==> src/include/rtps_pkg.sv <==
package rtps_pkg;
	// Master clock period in ns
	localparam int CLK_PERIOD_NS = 20;
	// Front-end delays in ns
	localparam int SW_DELAY_NS = 2000;
	localparam int PA_DELAY_NS = 3000;
	// Least idle time of the transmit request in ns (2.22 us)
	localparam int REQ_IDLE_NS = 2220;
	// Cycle counts derived from the times
	localparam int SW_DELAY_CYC = SW_DELAY_NS / CLK_PERIOD_NS;
	localparam int PA_DELAY_CYC = PA_DELAY_NS / CLK_PERIOD_NS;
	localparam int REQ_IDLE_CYC = (REQ_IDLE_NS + CLK_PERIOD_NS - 1) / CLK_PERIOD_NS;
	// Default request delay after select change (between switch and amplifier)
	localparam int REQ_DELAY_CYC = 125;
	// Counter width
	localparam int CNT_W = 8;
	// Power select encodings {a,b}
	localparam logic [1:0] PSEL_DOWN = 2'h0;
	localparam logic [1:0] PSEL_RX = 2'h3;
	localparam logic [1:0] PSEL_TX = 2'h2;
	localparam logic [1:0] PSEL_SYNTH = 2'h1;
	// Baseband preamble/header build time, in cycles
	localparam int BB_HDR_CYC = 40;
	// Baseband strobe half period in cycles (160 ns period)
	localparam int BB_HALF_CYC = 4;
	// Modulation extension after last chip, 2 us
	localparam int BB_EXT_CYC = 2000 / CLK_PERIOD_NS;
	// Sequencer states
	typedef enum logic [2:0] {
		RTPS_IDLE, RTPS_RAMP, RTPS_SEND, RTPS_DRAIN, RTPS_PADN, RTPS_SWRX, RTPS_GAP
	} rtps_state_e;
	// Baseband states
	typedef enum logic [1:0] {BB_IDLE, BB_HDR, BB_DATA, BB_EXT} rtps_bb_e;
endpackage

==> src/include/rtps_if.sv <==
interface rtps_if;
	logic bbp_tx_request;
	logic bbp_tx_grant;
	logic tx_bit_strobe;
	logic tx_data;
	logic radio_power_sel_a;
	logic radio_power_sel_b;
	logic antenna_switch_pos;
	logic antenna_switch_neg;
	logic amplifier_enable;
	// Device (MAC) end
	modport dev (
		output bbp_tx_request, tx_data, radio_power_sel_a, radio_power_sel_b,
		output antenna_switch_pos, antenna_switch_neg, amplifier_enable,
		input bbp_tx_grant, tx_bit_strobe
	);
	// Baseband and front-end end
	modport bb (
		input bbp_tx_request, tx_data, radio_power_sel_a, radio_power_sel_b,
		input antenna_switch_pos, antenna_switch_neg, amplifier_enable,
		output bbp_tx_grant, tx_bit_strobe
	);
endinterface

==> src/rtps_dev.sv <==
// What this block and the baseband model do
// [RQ1] Raise request; baseband grants for data bits
// [RQ2] Baseband holds grant until last symbol
// [RQ3] Every field sent least significant bit first
// [RQ4] Change data on strobe rising edge
// [RQ5] Request idle at least 2.22 us
// [RQ6] Drop request quickly after last strobe
// [RQ7] Baseband stops strobe when request falls
// [RQ8] Baseband modulates 2 us past last chip
// [RQ9] Select, switch, request, amplifier start order
// [RQ10] Switch at 2 us, amplifier 3 us
// [RQ11] Antenna switch driven as complementary pair
// [RQ12] Drop request right after final bit
// [RQ13] Wait grant low, then amp, switch, select
// [RQ14] Amplifier 3 us, switch 2 us before select
// [RQ15] Select encodings for power states
// [RQ16] Only second select toggles in operation
// [RQ17] Synth on when enable and any select
// [RQ18] Programmable request delay between switch, amp
module rtps_dev
	import rtps_pkg::*;
#(
	parameter int WIDTH = 8,
	parameter int DEPTH = 16,
	parameter int REQ_DELAY = REQ_DELAY_CYC
) (
	// Clock and reset
	input wire logic i_clk,
	input wire logic i_rstn,
	// User data stream
	input wire logic i_data_valid,
	output logic o_data_ready,
	input wire logic [WIDTH-1:0] i_data,
	input wire logic i_data_last,
	// Front-end mode when not sending
	input wire logic i_power_on,
	// Status
	output logic o_busy,
	// Link
	rtps_if.dev link
);

	// Sequencer state
	rtps_state_e state_r;
	logic [CNT_W-1:0] cnt_r;
	// Input synchronisers for strobe and grant
	logic [1:0] stb_sync_r;
	logic [1:0] gnt_sync_r;
	logic stb_prev_r;
	logic stb_rise;
	// Shift register and bit count
	logic [WIDTH-1:0] shift_r;
	logic [$clog2(WIDTH+1)-1:0] bits_r;
	logic last_word_r;
	// FIFO read side
	logic f_valid;
	logic f_ready;
	logic [WIDTH-1:0] f_data;
	logic f_last;
	// Output registers
	logic req_r;
	logic txd_r;
	logic psel_b_r;
	logic sw_tx_r;
	logic pa_r;

	// Buffer for data words with end marker
	rtps_fifo #(.WIDTH(WIDTH + 1), .DEPTH(DEPTH)) u_fifo (
		.i_clk(i_clk),
		.i_rstn(i_rstn),
		.i_in_valid(i_data_valid),
		.o_in_ready(o_data_ready),
		.i_in_data({i_data_last, i_data}),
		.o_out_valid(f_valid),
		.i_out_ready(f_ready),
		.o_out_data({f_last, f_data})
	);

	// Two-flop synchronisers on the link inputs
	always_ff @(posedge i_clk or negedge i_rstn) begin
		if (!i_rstn) begin
			stb_sync_r <= 2'h0;
			gnt_sync_r <= 2'h0;
			stb_prev_r <= 1'b0;
		end else begin
			stb_sync_r <= {stb_sync_r[0], link.tx_bit_strobe};
			gnt_sync_r <= {gnt_sync_r[0], link.bbp_tx_grant};
			stb_prev_r <= stb_sync_r[1];
		end
	end

	// Strobe rising edge, only counted while granted and requesting
	assign stb_rise = stb_sync_r[1] && !stb_prev_r && gnt_sync_r[1] && req_r;
	// Load a new word when the shifter runs dry
	assign f_ready = (state_r == RTPS_SEND) && stb_rise && (bits_r == '0) && !last_word_r;

	// Sequencer state and timer
	always_ff @(posedge i_clk or negedge i_rstn) begin
		if (!i_rstn) begin
			state_r <= RTPS_IDLE;
			cnt_r <= '0;
		end else begin
			cnt_r <= cnt_r + 1'b1;
			unique case (state_r)
				RTPS_IDLE: begin
					// Start once a word is waiting
					if (f_valid) begin
						state_r <= RTPS_RAMP;
						cnt_r <= '0;
					end
				end
				RTPS_RAMP: begin
					if (cnt_r == CNT_W'(PA_DELAY_CYC - 1)) begin
						state_r <= RTPS_SEND;
					end
				end
				RTPS_SEND: begin
					// Request drops after final bit
					// Timer wraps while sending, so only the drop decides
					if (!req_r) begin
						state_r <= RTPS_DRAIN;
					end
				end
				RTPS_DRAIN: begin
					// [RQ13] wait grant low
					if (!gnt_sync_r[1]) begin
						state_r <= RTPS_PADN;
						cnt_r <= '0;
					end
				end
				RTPS_PADN: begin
					// [RQ14] switch 1 us after amp off
					if (cnt_r == CNT_W'(PA_DELAY_CYC - SW_DELAY_CYC - 1)) begin
						state_r <= RTPS_SWRX;
						cnt_r <= '0;
					end
				end
				RTPS_SWRX: begin
					// [RQ14] select 2 us after switch
					if (cnt_r == CNT_W'(SW_DELAY_CYC - 1)) begin
						state_r <= RTPS_GAP;
						cnt_r <= '0;
					end
				end
				RTPS_GAP: begin
					// [RQ5] request idle time
					if (cnt_r >= CNT_W'(REQ_IDLE_CYC - 1)) begin
						state_r <= RTPS_IDLE;
					end
				end
			endcase
		end
	end

	// Front-end controls follow the state and timer
	always_ff @(posedge i_clk or negedge i_rstn) begin
		if (!i_rstn) begin
			psel_b_r <= 1'b1;
			sw_tx_r <= 1'b0;
			pa_r <= 1'b0;
		end else begin
			// [RQ9] select moves first
			psel_b_r <= !(state_r == RTPS_RAMP || state_r == RTPS_SEND
				|| state_r == RTPS_DRAIN || state_r == RTPS_PADN || state_r == RTPS_SWRX);
			// [RQ10] switch at 2 us
			if (state_r == RTPS_RAMP && cnt_r == CNT_W'(SW_DELAY_CYC - 1)) begin
				sw_tx_r <= 1'b1;
			end else if (state_r == RTPS_SWRX) begin
				sw_tx_r <= 1'b0;
			end
			// [RQ10] amplifier at 3 us
			if (state_r == RTPS_RAMP && cnt_r == CNT_W'(PA_DELAY_CYC - 1)) begin
				pa_r <= 1'b1;
			end else if (state_r == RTPS_PADN || state_r == RTPS_IDLE) begin
				pa_r <= 1'b0;
			end
		end
	end

	// Baseband request and serial data path
	always_ff @(posedge i_clk or negedge i_rstn) begin
		if (!i_rstn) begin
			req_r <= 1'b0;
			txd_r <= 1'b0;
			shift_r <= '0;
			bits_r <= '0;
			last_word_r <= 1'b0;
		end else begin
			// [RQ18] programmable request delay
			if (state_r == RTPS_RAMP && cnt_r == CNT_W'(REQ_DELAY - 1)) begin
				req_r <= 1'b1;
				last_word_r <= 1'b0;
				bits_r <= '0;
			end
			if (stb_rise && state_r == RTPS_SEND) begin
				if (bits_r == '0) begin
					if (last_word_r) begin
						// [RQ12] drop after final bit
						req_r <= 1'b0;
					end else begin
						// [RQ3] low bit first
						txd_r <= f_data[0];
						shift_r <= f_data >> 1;
						bits_r <= ($bits(bits_r))'(WIDTH - 1);
						last_word_r <= f_last;
					end
				end else begin
					// [RQ4] change on strobe rise
					txd_r <= shift_r[0];
					shift_r <= shift_r >> 1;
					bits_r <= bits_r - 1'b1;
				end
			end
		end
	end

	// [RQ6] quick request drop
	assign link.bbp_tx_request = req_r;
	assign link.tx_data = txd_r;
	// [RQ15] first select static, high while i_power_on
	assign link.radio_power_sel_a = i_power_on;
	// [RQ16] only second select toggles
	assign link.radio_power_sel_b = psel_b_r & i_power_on;
	// [RQ11] complementary switch pair
	assign link.antenna_switch_pos = sw_tx_r;
	assign link.antenna_switch_neg = !sw_tx_r;
	assign link.amplifier_enable = pa_r;
	assign o_busy = (state_r != RTPS_IDLE);
endmodule

==> src/rtps_fifo.sv <==
module rtps_fifo #(
	parameter int WIDTH = 8,
	parameter int DEPTH = 16
) (
	// Clock and reset
	input wire logic i_clk,
	input wire logic i_rstn,
	// Write side
	input wire logic i_in_valid,
	output logic o_in_ready,
	input wire logic [WIDTH-1:0] i_in_data,
	// Read side
	output logic o_out_valid,
	input wire logic i_out_ready,
	output logic [WIDTH-1:0] o_out_data
);
	localparam int AW = $clog2(DEPTH);
	// Storage array
	logic [WIDTH-1:0] mem_r [DEPTH];
	// Pointers with wrap bit
	logic [AW:0] wptr_r;
	logic [AW:0] rptr_r;
	logic full;
	logic empty;
	logic push;
	logic pop;

	// Flags from pointers
	assign empty = (wptr_r == rptr_r);
	assign full = (wptr_r[AW] != rptr_r[AW]) && (wptr_r[AW-1:0] == rptr_r[AW-1:0]);
	assign o_in_ready = !full;
	assign o_out_valid = !empty;
	assign push = i_in_valid && !full;
	assign pop = i_out_ready && !empty;
	assign o_out_data = mem_r[rptr_r[AW-1:0]];

	// Storage write
	always_ff @(posedge i_clk) begin
		if (push) begin
			mem_r[wptr_r[AW-1:0]] <= i_in_data;
		end
	end

	// Write pointer
	always_ff @(posedge i_clk or negedge i_rstn) begin
		if (!i_rstn) begin
			wptr_r <= '0;
		end else if (push) begin
			wptr_r <= wptr_r + 1'b1;
		end
	end

	// Read pointer
	always_ff @(posedge i_clk or negedge i_rstn) begin
		if (!i_rstn) begin
			rptr_r <= '0;
		end else if (pop) begin
			rptr_r <= rptr_r + 1'b1;
		end
	end
endmodule

==> src/flat_wrapper.sv <==
// flat-port wrapper written by rule: the top's interface ports become plain ports
module rtps_dev_flat import rtps_pkg::*;
#(
	parameter int WIDTH = 8,
	parameter int DEPTH = 16,
	parameter int REQ_DELAY = REQ_DELAY_CYC
)
  (i_clk, i_rstn, i_data_valid, o_data_ready, i_data, i_data_last, i_power_on, o_busy, link_bbp_tx_request, link_tx_data, link_radio_power_sel_a, link_radio_power_sel_b, link_antenna_switch_pos, link_antenna_switch_neg, link_amplifier_enable, link_bbp_tx_grant, link_tx_bit_strobe);
  rtps_if link_i ();
  input wire logic i_clk;
  input wire logic i_rstn;
  input wire logic i_data_valid;
  output logic o_data_ready;
  input wire logic [WIDTH-1:0] i_data;
  input wire logic i_data_last;
  input wire logic i_power_on;
  output logic o_busy;
  output wire logic [$bits(link_i.bbp_tx_request)-1:0] link_bbp_tx_request;
  output wire logic [$bits(link_i.tx_data)-1:0] link_tx_data;
  output wire logic [$bits(link_i.radio_power_sel_a)-1:0] link_radio_power_sel_a;
  output wire logic [$bits(link_i.radio_power_sel_b)-1:0] link_radio_power_sel_b;
  output wire logic [$bits(link_i.antenna_switch_pos)-1:0] link_antenna_switch_pos;
  output wire logic [$bits(link_i.antenna_switch_neg)-1:0] link_antenna_switch_neg;
  output wire logic [$bits(link_i.amplifier_enable)-1:0] link_amplifier_enable;
  input wire logic [$bits(link_i.bbp_tx_grant)-1:0] link_bbp_tx_grant;
  input wire logic [$bits(link_i.tx_bit_strobe)-1:0] link_tx_bit_strobe;
  assign link_bbp_tx_request = link_i.bbp_tx_request;
  assign link_tx_data = link_i.tx_data;
  assign link_radio_power_sel_a = link_i.radio_power_sel_a;
  assign link_radio_power_sel_b = link_i.radio_power_sel_b;
  assign link_antenna_switch_pos = link_i.antenna_switch_pos;
  assign link_antenna_switch_neg = link_i.antenna_switch_neg;
  assign link_amplifier_enable = link_i.amplifier_enable;
  assign link_i.bbp_tx_grant = link_bbp_tx_grant;
  assign link_i.tx_bit_strobe = link_tx_bit_strobe;
  rtps_dev #(.WIDTH(WIDTH), .DEPTH(DEPTH), .REQ_DELAY(REQ_DELAY)) u_core (.i_clk(i_clk), .i_rstn(i_rstn), .i_data_valid(i_data_valid), .o_data_ready(o_data_ready), .i_data(i_data), .i_data_last(i_data_last), .i_power_on(i_power_on), .o_busy(o_busy), .link(link_i));
endmodule
==> config.mk <==
export PLATFORM = sky130hd
export DESIGN_NAME = rtps_dev_flat
export DESIGN_NICKNAME = d
export VERILOG_FILES = /design/src/include/rtps_pkg.sv /design/src/include/rtps_if.sv /design/src/rtps_dev.sv /design/src/rtps_fifo.sv /design/src/flat_wrapper.sv
export SDC_FILE = /design/constraint.sdc
export NUM_CORES = 1
export LEC_CHECK = 0
export ABC_AREA = 1
export BUFFER_PORTS_ARGS = -buffer_cell sky130_fd_sc_hd__clkbuf_2
export CAP_MARGIN = 40
export CORE_ASPECT_RATIO = 0.75
export CORE_MARGIN = 5
export CORE_UTILIZATION = 40
export DETAILED_ROUTE_END_ITERATION = 10
export PLACE_DENSITY_LB_ADDON = 0.12
export SETUP_SLACK_MARGIN = 0.15
export SKIP_CTS_REPAIR_TIMING = 1
export SLEW_MARGIN = 0
export SYNTH_ARGS = -nofsm -noshare
export SYNTH_HDL_FRONTEND = slang
export SYNTH_SLANG_ARGS = --single-unit
==> constraint.sdc <==
create_clock -name i_clk -period 3.3 [get_ports i_clk]
set_clock_uncertainty 0.05 [all_clocks]
set_input_delay 0.825 -clock i_clk [delete_from_list [all_inputs] [get_ports i_clk]]
set_output_delay 0.825 -clock i_clk [all_outputs]
set_load 0.05 [all_outputs]
* Word level (Yosys, flattened, before mapping) *
Memories as Yosys holds them, arrays and structs flattened.
Index checks and enable logic that the tools add are counted.
Widths: inputs -> output; s select.

operators by class
  add/subtract/negate cells = 4
  magnitude comparators = 1
  equality and inequality tests = 21
  muxes and demuxes = 35
  bitwise gates (word level) = 1
  reduce and logical (&&, ||, !) cells = 30

operator list
  cell                 number
  $mux 8               6
  $pmux 8 s4           1
  $mux 3               7
  $pmux 3 s7           1
  $eq 8x7->1 const B   2
  $mux 1               16
  $mux 4               4
  $logic_and 1x1->1    12
  $add 5x1->5 const B  2
  $eq 3x3->1 const B   3
  $add 8x1->8 const B  1
  $eq 8x6->1 const B   1
  $eq 8x8->1 const B   1
  $ge 8x7->1 const B   1
  $ne 2x1->1 const B   4
  $ne 2x2->1 const B   4
  $reduce_and 7->1     1
  $eq 3x2->1 const B   2
  $logic_not 1->1      6
  $eq 5x5->1           1
  $logic_or 1x1->1     5
  $eq 4x4->1           1
  $logic_not 4->1      1
  $reduce_bool 2->1    2
  7 further kinds      7

storage, ports and cells
  register bits after elaboration = 44
  memory bits (writable) = 144
  output and inout bits = 9
  word-level logic and storage cells = 108
  memories = 1

memories
  name                 words  bits a word  read ports  clocked after Yosys merged registers in  write ports  line             text
  u_core.u_fifo.mem_r  16     9            1           0                                        1            rtps_fifo.sv:19  logic [WIDTH-1:0] mem_r [DEPTH];

* Logic depth before layout (Yosys ltp) *
Gate-level depths: netlist of run 1.

  depth in word-level cells = 8
  mapped depth = 12
  depth with buffers taken out = 11

* By module *
A second synthesis of run 1 with hierarchy kept.

second synthesis, totals
  cell total of the unflattened synthesis = 852
  area total of the unflattened synthesis = 8471.9 um^2

modules (own cells, without submodules)
  module     times used  cells an instance  area an instance (um^2)  sequential area each (um^2)
  rtps_fifo  1           615                6658.9                   4574.4
  rtps_dev   1           237                1813.0                   827.0

* Worst setup path after synthesis of run 1 *
OpenSTA, ideal clock, no wires.

  path type = reg2reg
  from = reg u_core.u_fifo.rptr_r[0]
  to = mem u_core.u_fifo.mem_r[9][0] (netlist bit), enable pin
  arrival time = 1.951 ns
  required time = 2.863 ns
  path slack = 0.912 ns
  stages on the path, launching flop included = 11
  path buffers = 2
  period minus slack after synthesis = 2.388 ns
  path through = dfrtp_1 > buf_4 > inv_4 > nand2_1 > nand2_1 > nor2_1 > and2_4 > nand2_4 > nand2_4 > buf_6 > nor3_1

between the ends
  longest elaborated chain between the ends = 6

RTL lines
  element                       line                text
  from (decl)                   rtps_fifo.sv:22     logic [AW:0] rptr_r;
  from (signal assigned)        rtps_fifo.sv:58     rptr_r <= rptr_r + 1'b1;
  $eq 4x4->1                    rtps_fifo.sv:30     assign full = (wptr_r[AW] != rptr_r[AW]) && (wptr_r[AW-1:0] == rptr_r[AW-1:0]);
  $logic_and 1x1->1             rtps_fifo.sv:30
  $logic_not 1->1               n/a
  net o_data_ready              flat_wrapper.sv:13  output logic o_data_ready;
  $logic_and 1x1->1             rtps_fifo.sv:33     assign push = i_in_valid && !full;
  $mux 1                        rtps_fifo.sv:39     if (push) begin
  $mux 1 (implied by the code)  rtps_fifo.sv:40     mem_r[wptr_r[AW-1:0]] <= i_in_data;
  to (decl)                     rtps_fifo.sv:19

The timed path passes the listed nets, and every way through them passes these cells.

* Worst setup path in the final report of run 1 *
  from = reg u_core.u_fifo.rptr_r[2]
  to = out o_data_ready

between the ends
  longest elaborated chain between the ends = 3

RTL lines
  element            line                text
  $eq 4x4->1         rtps_fifo.sv:30
  $logic_and 1x1->1  rtps_fifo.sv:30
  $logic_not 1->1    rtps_fifo.sv:31     assign o_in_ready = !full;
  to (decl)          flat_wrapper.sv:13

Every way passes these cells.

==> impl_metrics.toml, run 1 <==
[routing]
wl_mm = 20.35
ant_nets = 0
viasPerCell = 5.009
first_iter_violations = 521
dr.pass1.iters = 5
routedWlPerCell_um = 17.53
vias = 5816
drc = 0

[sta]
fmax_ghz = 0.3408
min_period_ns = 2.934
rsz0062_at_grt = "false"
worstMarginPinSlew_ns = 0.7466
setup_tns_ns = 0
final_hold_viol_count = 0
final-setup-viol-count = 0
finalCritPeriodShare_pct = 88.92
slew_violations = 0
hold_ws_ns = 0.3010
timing.final.ws_setup_ns = 0.3656
slew_headroom_pct = 50.04

[logic_synthesis]
synth-compound-area-share_pct = 3.961
synth_area_per_cell_um2 = 10.03
synth_area_leaders = "edfxtp_1 (51%), dfrtp_1 (13%), nand2_1 (10%)"
synth-seq-cells = 187
ys_warn_count = 0
synth-async-reset-ratio_pct = 22.99
yosysSeqAreaShare_pct = 64.28
yosysTopAreaCell = "edfxtp_1"
synth_top_area_share_pct = 51.46
synthCells = 838
synth_area_mm2 = 0.008403
synthMuxAreaShare_pct = 0
synth_top_family_by_area = "simple AND/OR/NAND/NOR gates"
synthAdderAreaFrac_pct = 1.638
synthFlopType = "edfxtp_1"
syn_nets = 864
synth-edff-count = 144
yosys.area_share.xor_xnor_pct = 1.563
synth.distinct_cells = 36
synthSimpleGateAreaFrac_pct = 23.09

[flow_run]
cap_violations = 0

[clocking]
cts.clk_slew.worst_paths_ns = 0.07
clk_latency_ns = 0.43
cts.path.max_buffers = 2
cts_made_buffers = 17
clockRootBuffer = "clkbuf_16"
cts_tree = "built"
cts.sinks = 187
htree_levels = 4

[placed_design]
portBuffers = 23
dp.cells = 1129
dp_hpwl_mm = 13.49
gp_congestion = 0.8682
post-place-ws_ns = 0.7540

[layout]
num_antenna_cells = 0
seqCellArea_mm2 = 0.005403
finalNetCount = 892
multi_input_comb_area_mm2 = 0.002542
finalNonFillerCells = 1161
fillCellCount = 1935
drive_gt1_share_pct = 10.69
synthToLayoutAreaGrowth_pct = 11.38

[global_route]
grt_max_degree = 72
antenna_found_initial = 0
grtUsageTotal_pct = 17.67
grt_pass1_vias = 5566
overflow = 0
grt_pass1_wl_mm = 31.81

[die]
die_w_um = 177.4
fp-row-count = 45
die_area_mm2 = 0.02404
core_area_mm2 = 0.02044
dieHeight_um = 135.5
start_util_pct = 41.11
io_pins = 24

[min_path]
holdCritStartpoint = "u_core.stb_sync_r[0]"
holdCritPathClass = "flip-flop to flip-flop"
hold-path-cell-count = 0
holdPathEnd = "u_core.stb_sync_r[1]"

[setup_path]
cp_common_cell = "nand2_1"
path_class = "flip-flop to primary output"
crit_path_end_kind = "primary output"
ff2ff_setup_slack_ns = 0.76
max_stage_delay_ns = 0.69
arrival_ns = 2.06
slowest_stage = "dfrtp_1"
r2r-end = "u_core.u_fifo.mem_r[2][4]"
reg2reg_depth = 9
start_kind = "flip-flop"
worstPathMaxFanout = 16
crit_path_cell_trace = "inv_4 > nand2_1 > nand2_1 > nor2_1 > and2_4 > nand2_4 > clkbuf_2"
required_ns = 2.42
reg2reg_from = "u_core.u_fifo.rptr_r[2]"

[run_status]
status = "complete, no violations"

[power]
peakVddDrop_v = 0.0002306
powerDensity_mw_per_mm2 = 623.8
power.leakage_uw = 0.004019
==> metrics by stage <==
stage | power [uW] | cell area [um^2] | util [%]
CTS | 5891 | 9359 | 45.79
detailed placement | 3949 | 8805 | 43.08
global route | 6122 | 9359 | 45.79
floorplan | 3624 | 8403 | -
global placement | 3931 | 8775 | 42.93
finish | 5838 | 9359 | 45.79
==> cell families (layout without fill, tap and decap cells) <==
family          after synthesis  count (layout)
compound gates               63              63
xor+xnor                     15              15
fa+ha+maj                    11              11
buf+inv                      99             140
flops                       187             187
simple gates                463             463
==> worst max-delay path by stage <==
stage                            startpoint                   endpoint  depth (start not counted)
global placement    u_core.u_fifo.rptr_r[2]  u_core.u_fifo.mem_r[5][3]                          8
detailed placement  u_core.u_fifo.rptr_r[2]  u_core.u_fifo.mem_r[1][0]                          9
global route        u_core.u_fifo.rptr_r[2]               o_data_ready                          7
finish              u_core.u_fifo.rptr_r[2]               o_data_ready                          7
floorplan           u_core.u_fifo.rptr_r[0]  u_core.u_fifo.mem_r[9][0]                         10
CTS                 u_core.u_fifo.rptr_r[2]               o_data_ready                          7
==> metal layers <==
| layer | vias up | track usage, % | routed length [um] |
|---|---|---|---|
| li1 | 2815 | - | - |
| met1 | 2810 | 26.44 | 9932 |
| met2 | 170 | 25.43 | 8892 |
| met3 | 21 | 4.715 | 1266 |
| met4 | 0 | 4.766 | 261 |
| met5 | - | 0 | 0 |
==> where the power goes <==
part	switching (uW)	total, uW	internal, uW
registers	136	2910	2770
logic	707	992	285
clock network	896	1940	1050
total	1740	5840	4100
==> Yosys cell counts (2+ instances only) <==
master / n
xnor2_1: 5
buf_4: 9
inv_4: 3
edfxtp_1: 144
clkbuf_1: 10
a21oi_1: 9
nand3_1: 71
o21ai_0: 50
buf_6: 4
nor2_1: 135
xor2_1: 10
inv_1: 56
clkinv_1: 2
nor3_1: 16
nand2_2: 2
inv_2: 2
dfrtp_1: 42
nand2_1: 223
nand4_1: 5
buf_2: 12
ha_1: 11
nand2_4: 3
==> placed cells by master (no fill, tap or decap), types with 15 or more instances in the layout <==
| cell | n |
|---|---|
| edfxtp_1 | 144 |
| nor3_1 | 16 |
| nand3_1 | 71 |
| o21ai_0 | 50 |
| nor2_1 | 135 |
| clkbuf_16 | 17 |
| clkbuf_2 | 23 |
| buf_4 | 15 |
| dfrtp_1 | 41 |
| nand2_1 | 223 |
| inv_1 | 56 |
==> critical path, delay by kind of cell, from the launching register on <==
family	cells	cell delay [ns]
flops	1	0.69
buf+inv	2	0.37
simple gates	5	0.57
==> flip-flops by register name, summed over array words and instances (netlist names), 2 cells and up <==
register	flops
u_core.bits_r	4
u_core.shift_r	7
u_core.cnt_r	8
u_core.state_r	3
u_core.u_fifo.rptr_r	5
u_core.u_fifo.mem_r	144
u_core.gnt_sync_r	2
u_core.stb_sync_r	2
u_core.u_fifo.wptr_r	5
==> cell type report <==
| type | count | area share [%] |
|---|---|---|
| Clock buffer | 19 | 4.626 |
| Clock inverter | 13 | 1.297 |
| Inverter | 64 | 2.660 |
| Multi-Input combinational cell | 552 | 27.17 |
| Sequential cell | 187 | 57.73 |
| Tap cell | 282 | 3.770 |
| Timing Repair Buffer | 44 | 2.754 |
(Power assumes the default switching activity.)
==> inputs of run 2 (changes only) <==
- PLACE_DENSITY_LB_ADDON: 0.12 -> 0.2
- SYNTH_HIERARCHICAL: default -> 1
- clock period: 3.3 -> 3.65 ns (I/O delays scaled with it)
==> impl_metrics.toml, run 2 <==
[min_path]
holdCritPathClass = "primary input to async pin"

[setup_path]
arrival_ns = 2.24
worstPathMaxFanout = 15
r2r-end = "u_core/u_fifo/mem_r[0][2]"
cp_top_family = "flip-flops"
reg2reg_depth = 7
ff2ff_setup_slack_ns = 0.97
cp-startpoint = "u_core/u_fifo/rptr_r[2]"
reg2reg_from = "u_core/u_fifo/rptr_r[2]"
path_class = "flip-flop to primary output"
crit_path_end = "o_data_ready"
max_stage_delay_ns = 0.67
path_depth = 6
required_ns = 2.69
crit_path_end_kind = "primary output"
slowest_stage = "dfrtp_1"
cp_num_buf_inv = 2
crit_path_cell_trace = "inv_1 > nand2_1 > nand2_2 > nor2_4 > nand3_4 > clkbuf_2"
start_kind = "flip-flop"

[global_route]
grt_pass1_vias = 5324
overflow = 0
antenna_found_initial = 0
grtUsageTotal_pct = 16.92
grt_pass1_wl_mm = 30.42
grt_max_degree = 39

[logic_synthesis]
synthSimpleGateAreaFrac_pct = 23.87
ys_warn_count = 6
synthMuxAreaShare_pct = 0
synth_top_area_share_pct = 51.04
synthFlopType = "edfxtp_1"
synth.distinct_cells = 34
yosysSeqAreaShare_pct = 63.76
syn_nets = 877
yosys.area_share.xor_xnor_pct = 0.8271
synth-compound-area-share_pct = 4.948
synth-seq-cells = 187
synth_area_mm2 = 0.008472
synthCells = 852
synth_area_per_cell_um2 = 9.944
synthAdderAreaFrac_pct = 1.477
synth_top_family_by_area = "simple AND/OR/NAND/NOR gates"
yosysTopAreaCell = "edfxtp_1"
synthTopCellsByCount = "nand2_1 (243), edfxtp_1 (144), nor2_1 (137), o21ai_0 (69), inv_1 (56)"
synth-edff-count = 144
synth.most_common_cell = "nand2_1"
synth-async-reset-ratio_pct = 22.99
synth_area_leaders = "edfxtp_1 (51%), dfrtp_1 (12%), nand2_1 (11%)"

[clocking]
cts.clk_slew.worst_paths_ns = 0.07
cts.sinks = 187
htree_levels = 4
clk_latency_ns = 0.44
cts_made_buffers = 17
cts_tree = "built"
clockRootBuffer = "clkbuf_16"
cts.path.max_buffers = 2

[sta]
slew_headroom_pct = 46.87
finalCritPeriodShare_pct = 87.68
fmax_ghz = 0.3125
worstMarginPinSlew_ns = 0.7940
rsz0062_at_grt = "false"
hold_ws_ns = 0.2753
min_period_ns = 3.200
final-setup-viol-count = 0
timing.final.ws_setup_ns = 0.4497
final_hold_viol_count = 0
setup_tns_ns = 0
slew_violations = 0

[routing]
ant_nets = 0
drc = 0
first_iter_violations = 370
wl_mm = 19.84
vias = 5779
viasPerCell = 4.927
routedWlPerCell_um = 16.91
dr.pass1.iters = 5

[power]
powerDensity_mw_per_mm2 = 571.6
netSwitchingPower_uw = 1649
power.leakage_uw = 0.003864
finalPower_uw = 5392
power.share.switching_pct = 30.58
seq_power_share_pct = 48.7
p_int_uw = 3743
pwr-share-clk_pct = 34.0
peakVddDrop_v = 0.0002531
comb_power_share_pct = 17.3

[placed_design]
gp_congestion = 0.8752
dp_hpwl_mm = 13.03
portBuffers = 23
post-place-ws_ns = 0.9410
placed_area_mm2 = 0.008846

[die]
die_w_um = 178.0
die_area_mm2 = 0.02422
core_area_mm2 = 0.02101
start_util_pct = 40.33
io_pins = 24
dieHeight_um = 136.0
fp-row-count = 46

[run_status]
status = "complete, no violations"

[layout]
finalNetCount = 897
largest_reg_flops = 144
num_antenna_cells = 0
final_cell_mix = "nand2_1 (243), edfxtp_1 (144), nor2_1 (137)"
final_area_mm2 = 0.009433
drive_gt1_share_pct = 11.86
final_common_cell = "nand2_1"
synthToLayoutAreaGrowth_pct = 11.34

[flow_run]
cap_violations = 0
==> run 2: cell types whose count changed in the layout (fill, tap and decap cells not counted), sizes merged, moves of 10 or more <==
cell / previous run / this run
a21oi: 10 / 0
buf: 21 / 9
nand2: 228 / 251
nand3: 72 / 58
nor2: 136 / 152
nor3: 17 / 3
o21ai: 51 / 71
==> run 2: power by group through the flow <==
stage	combinational [uW]	sequential, uW	clock (uW)
3_5_place_dp	933	2670	0
6_report	931	2630	1830
4_1_cts	937	2620	1870
3_3_place_gp	927	2670	0
2_1_floorplan	715	2630	0
5_1_grt	1040	2650	1970
==> run 2: layout make-up <==
cell class | instances | area (um^2)
clock buffers | 17 | 425.4
clock inverters | 15 | 161.4
fillers | 2010 | 11570
inverters | 67 | 251.5
multi-input cells | 567 | 2636
flip-flops and latches | 187 | 5403
well taps | 288 | 360.3
repair buffers | 32 | 195.2
==> run 2: worst min path at each step <==
stage / from / endpoint / cells after the start
after floorplan: u_core/gnt_sync_r[0] / u_core/gnt_sync_r[1] / 0
after CTS: i_rstn / u_core/bits_r[0] / 1
after global routing: i_rstn / u_core/bits_r[0] / 1
final: i_rstn / u_core/bits_r[0] / 1
after detailed placement: u_core/stb_sync_r[0] / u_core/stb_sync_r[1] / 0
after global placement: u_core/stb_sync_r[0] / u_core/stb_sync_r[1] / 0
==> run 2: through the flow <==
stage	utilization [%]	instances
6_report	44.90	1173
3_3_place_gp	42.01	1140
5_1_grt	44.90	1173
4_1_cts	44.90	1173
3_5_place_dp	42.11	1141
2_1_floorplan	-	852
==> run 2: kinds of logic (layout without fill, tap and decap cells) <==
group | count (synthesis) | after routing
AND/OR/NAND/NOR | 470 | 470
flip-flops | 187 | 187
buffers and inverters | 98 | 131
AO/OA/AOI/OAI | 79 | 79
adder cells (fa/ha/maj) | 10 | 10
XOR/XNOR | 8 | 8
==> run 2: metal layers <==
layer / vias up / wire length (um) / global-route usage, %
met5: - / 0 / 0
li1: 2832 / - / -
met1: 2785 / 9796 / 26.19
met4: 0 / 199 / 3.864
met3: 12 / 1258 / 3.392
met2: 150 / 8586 / 24.48
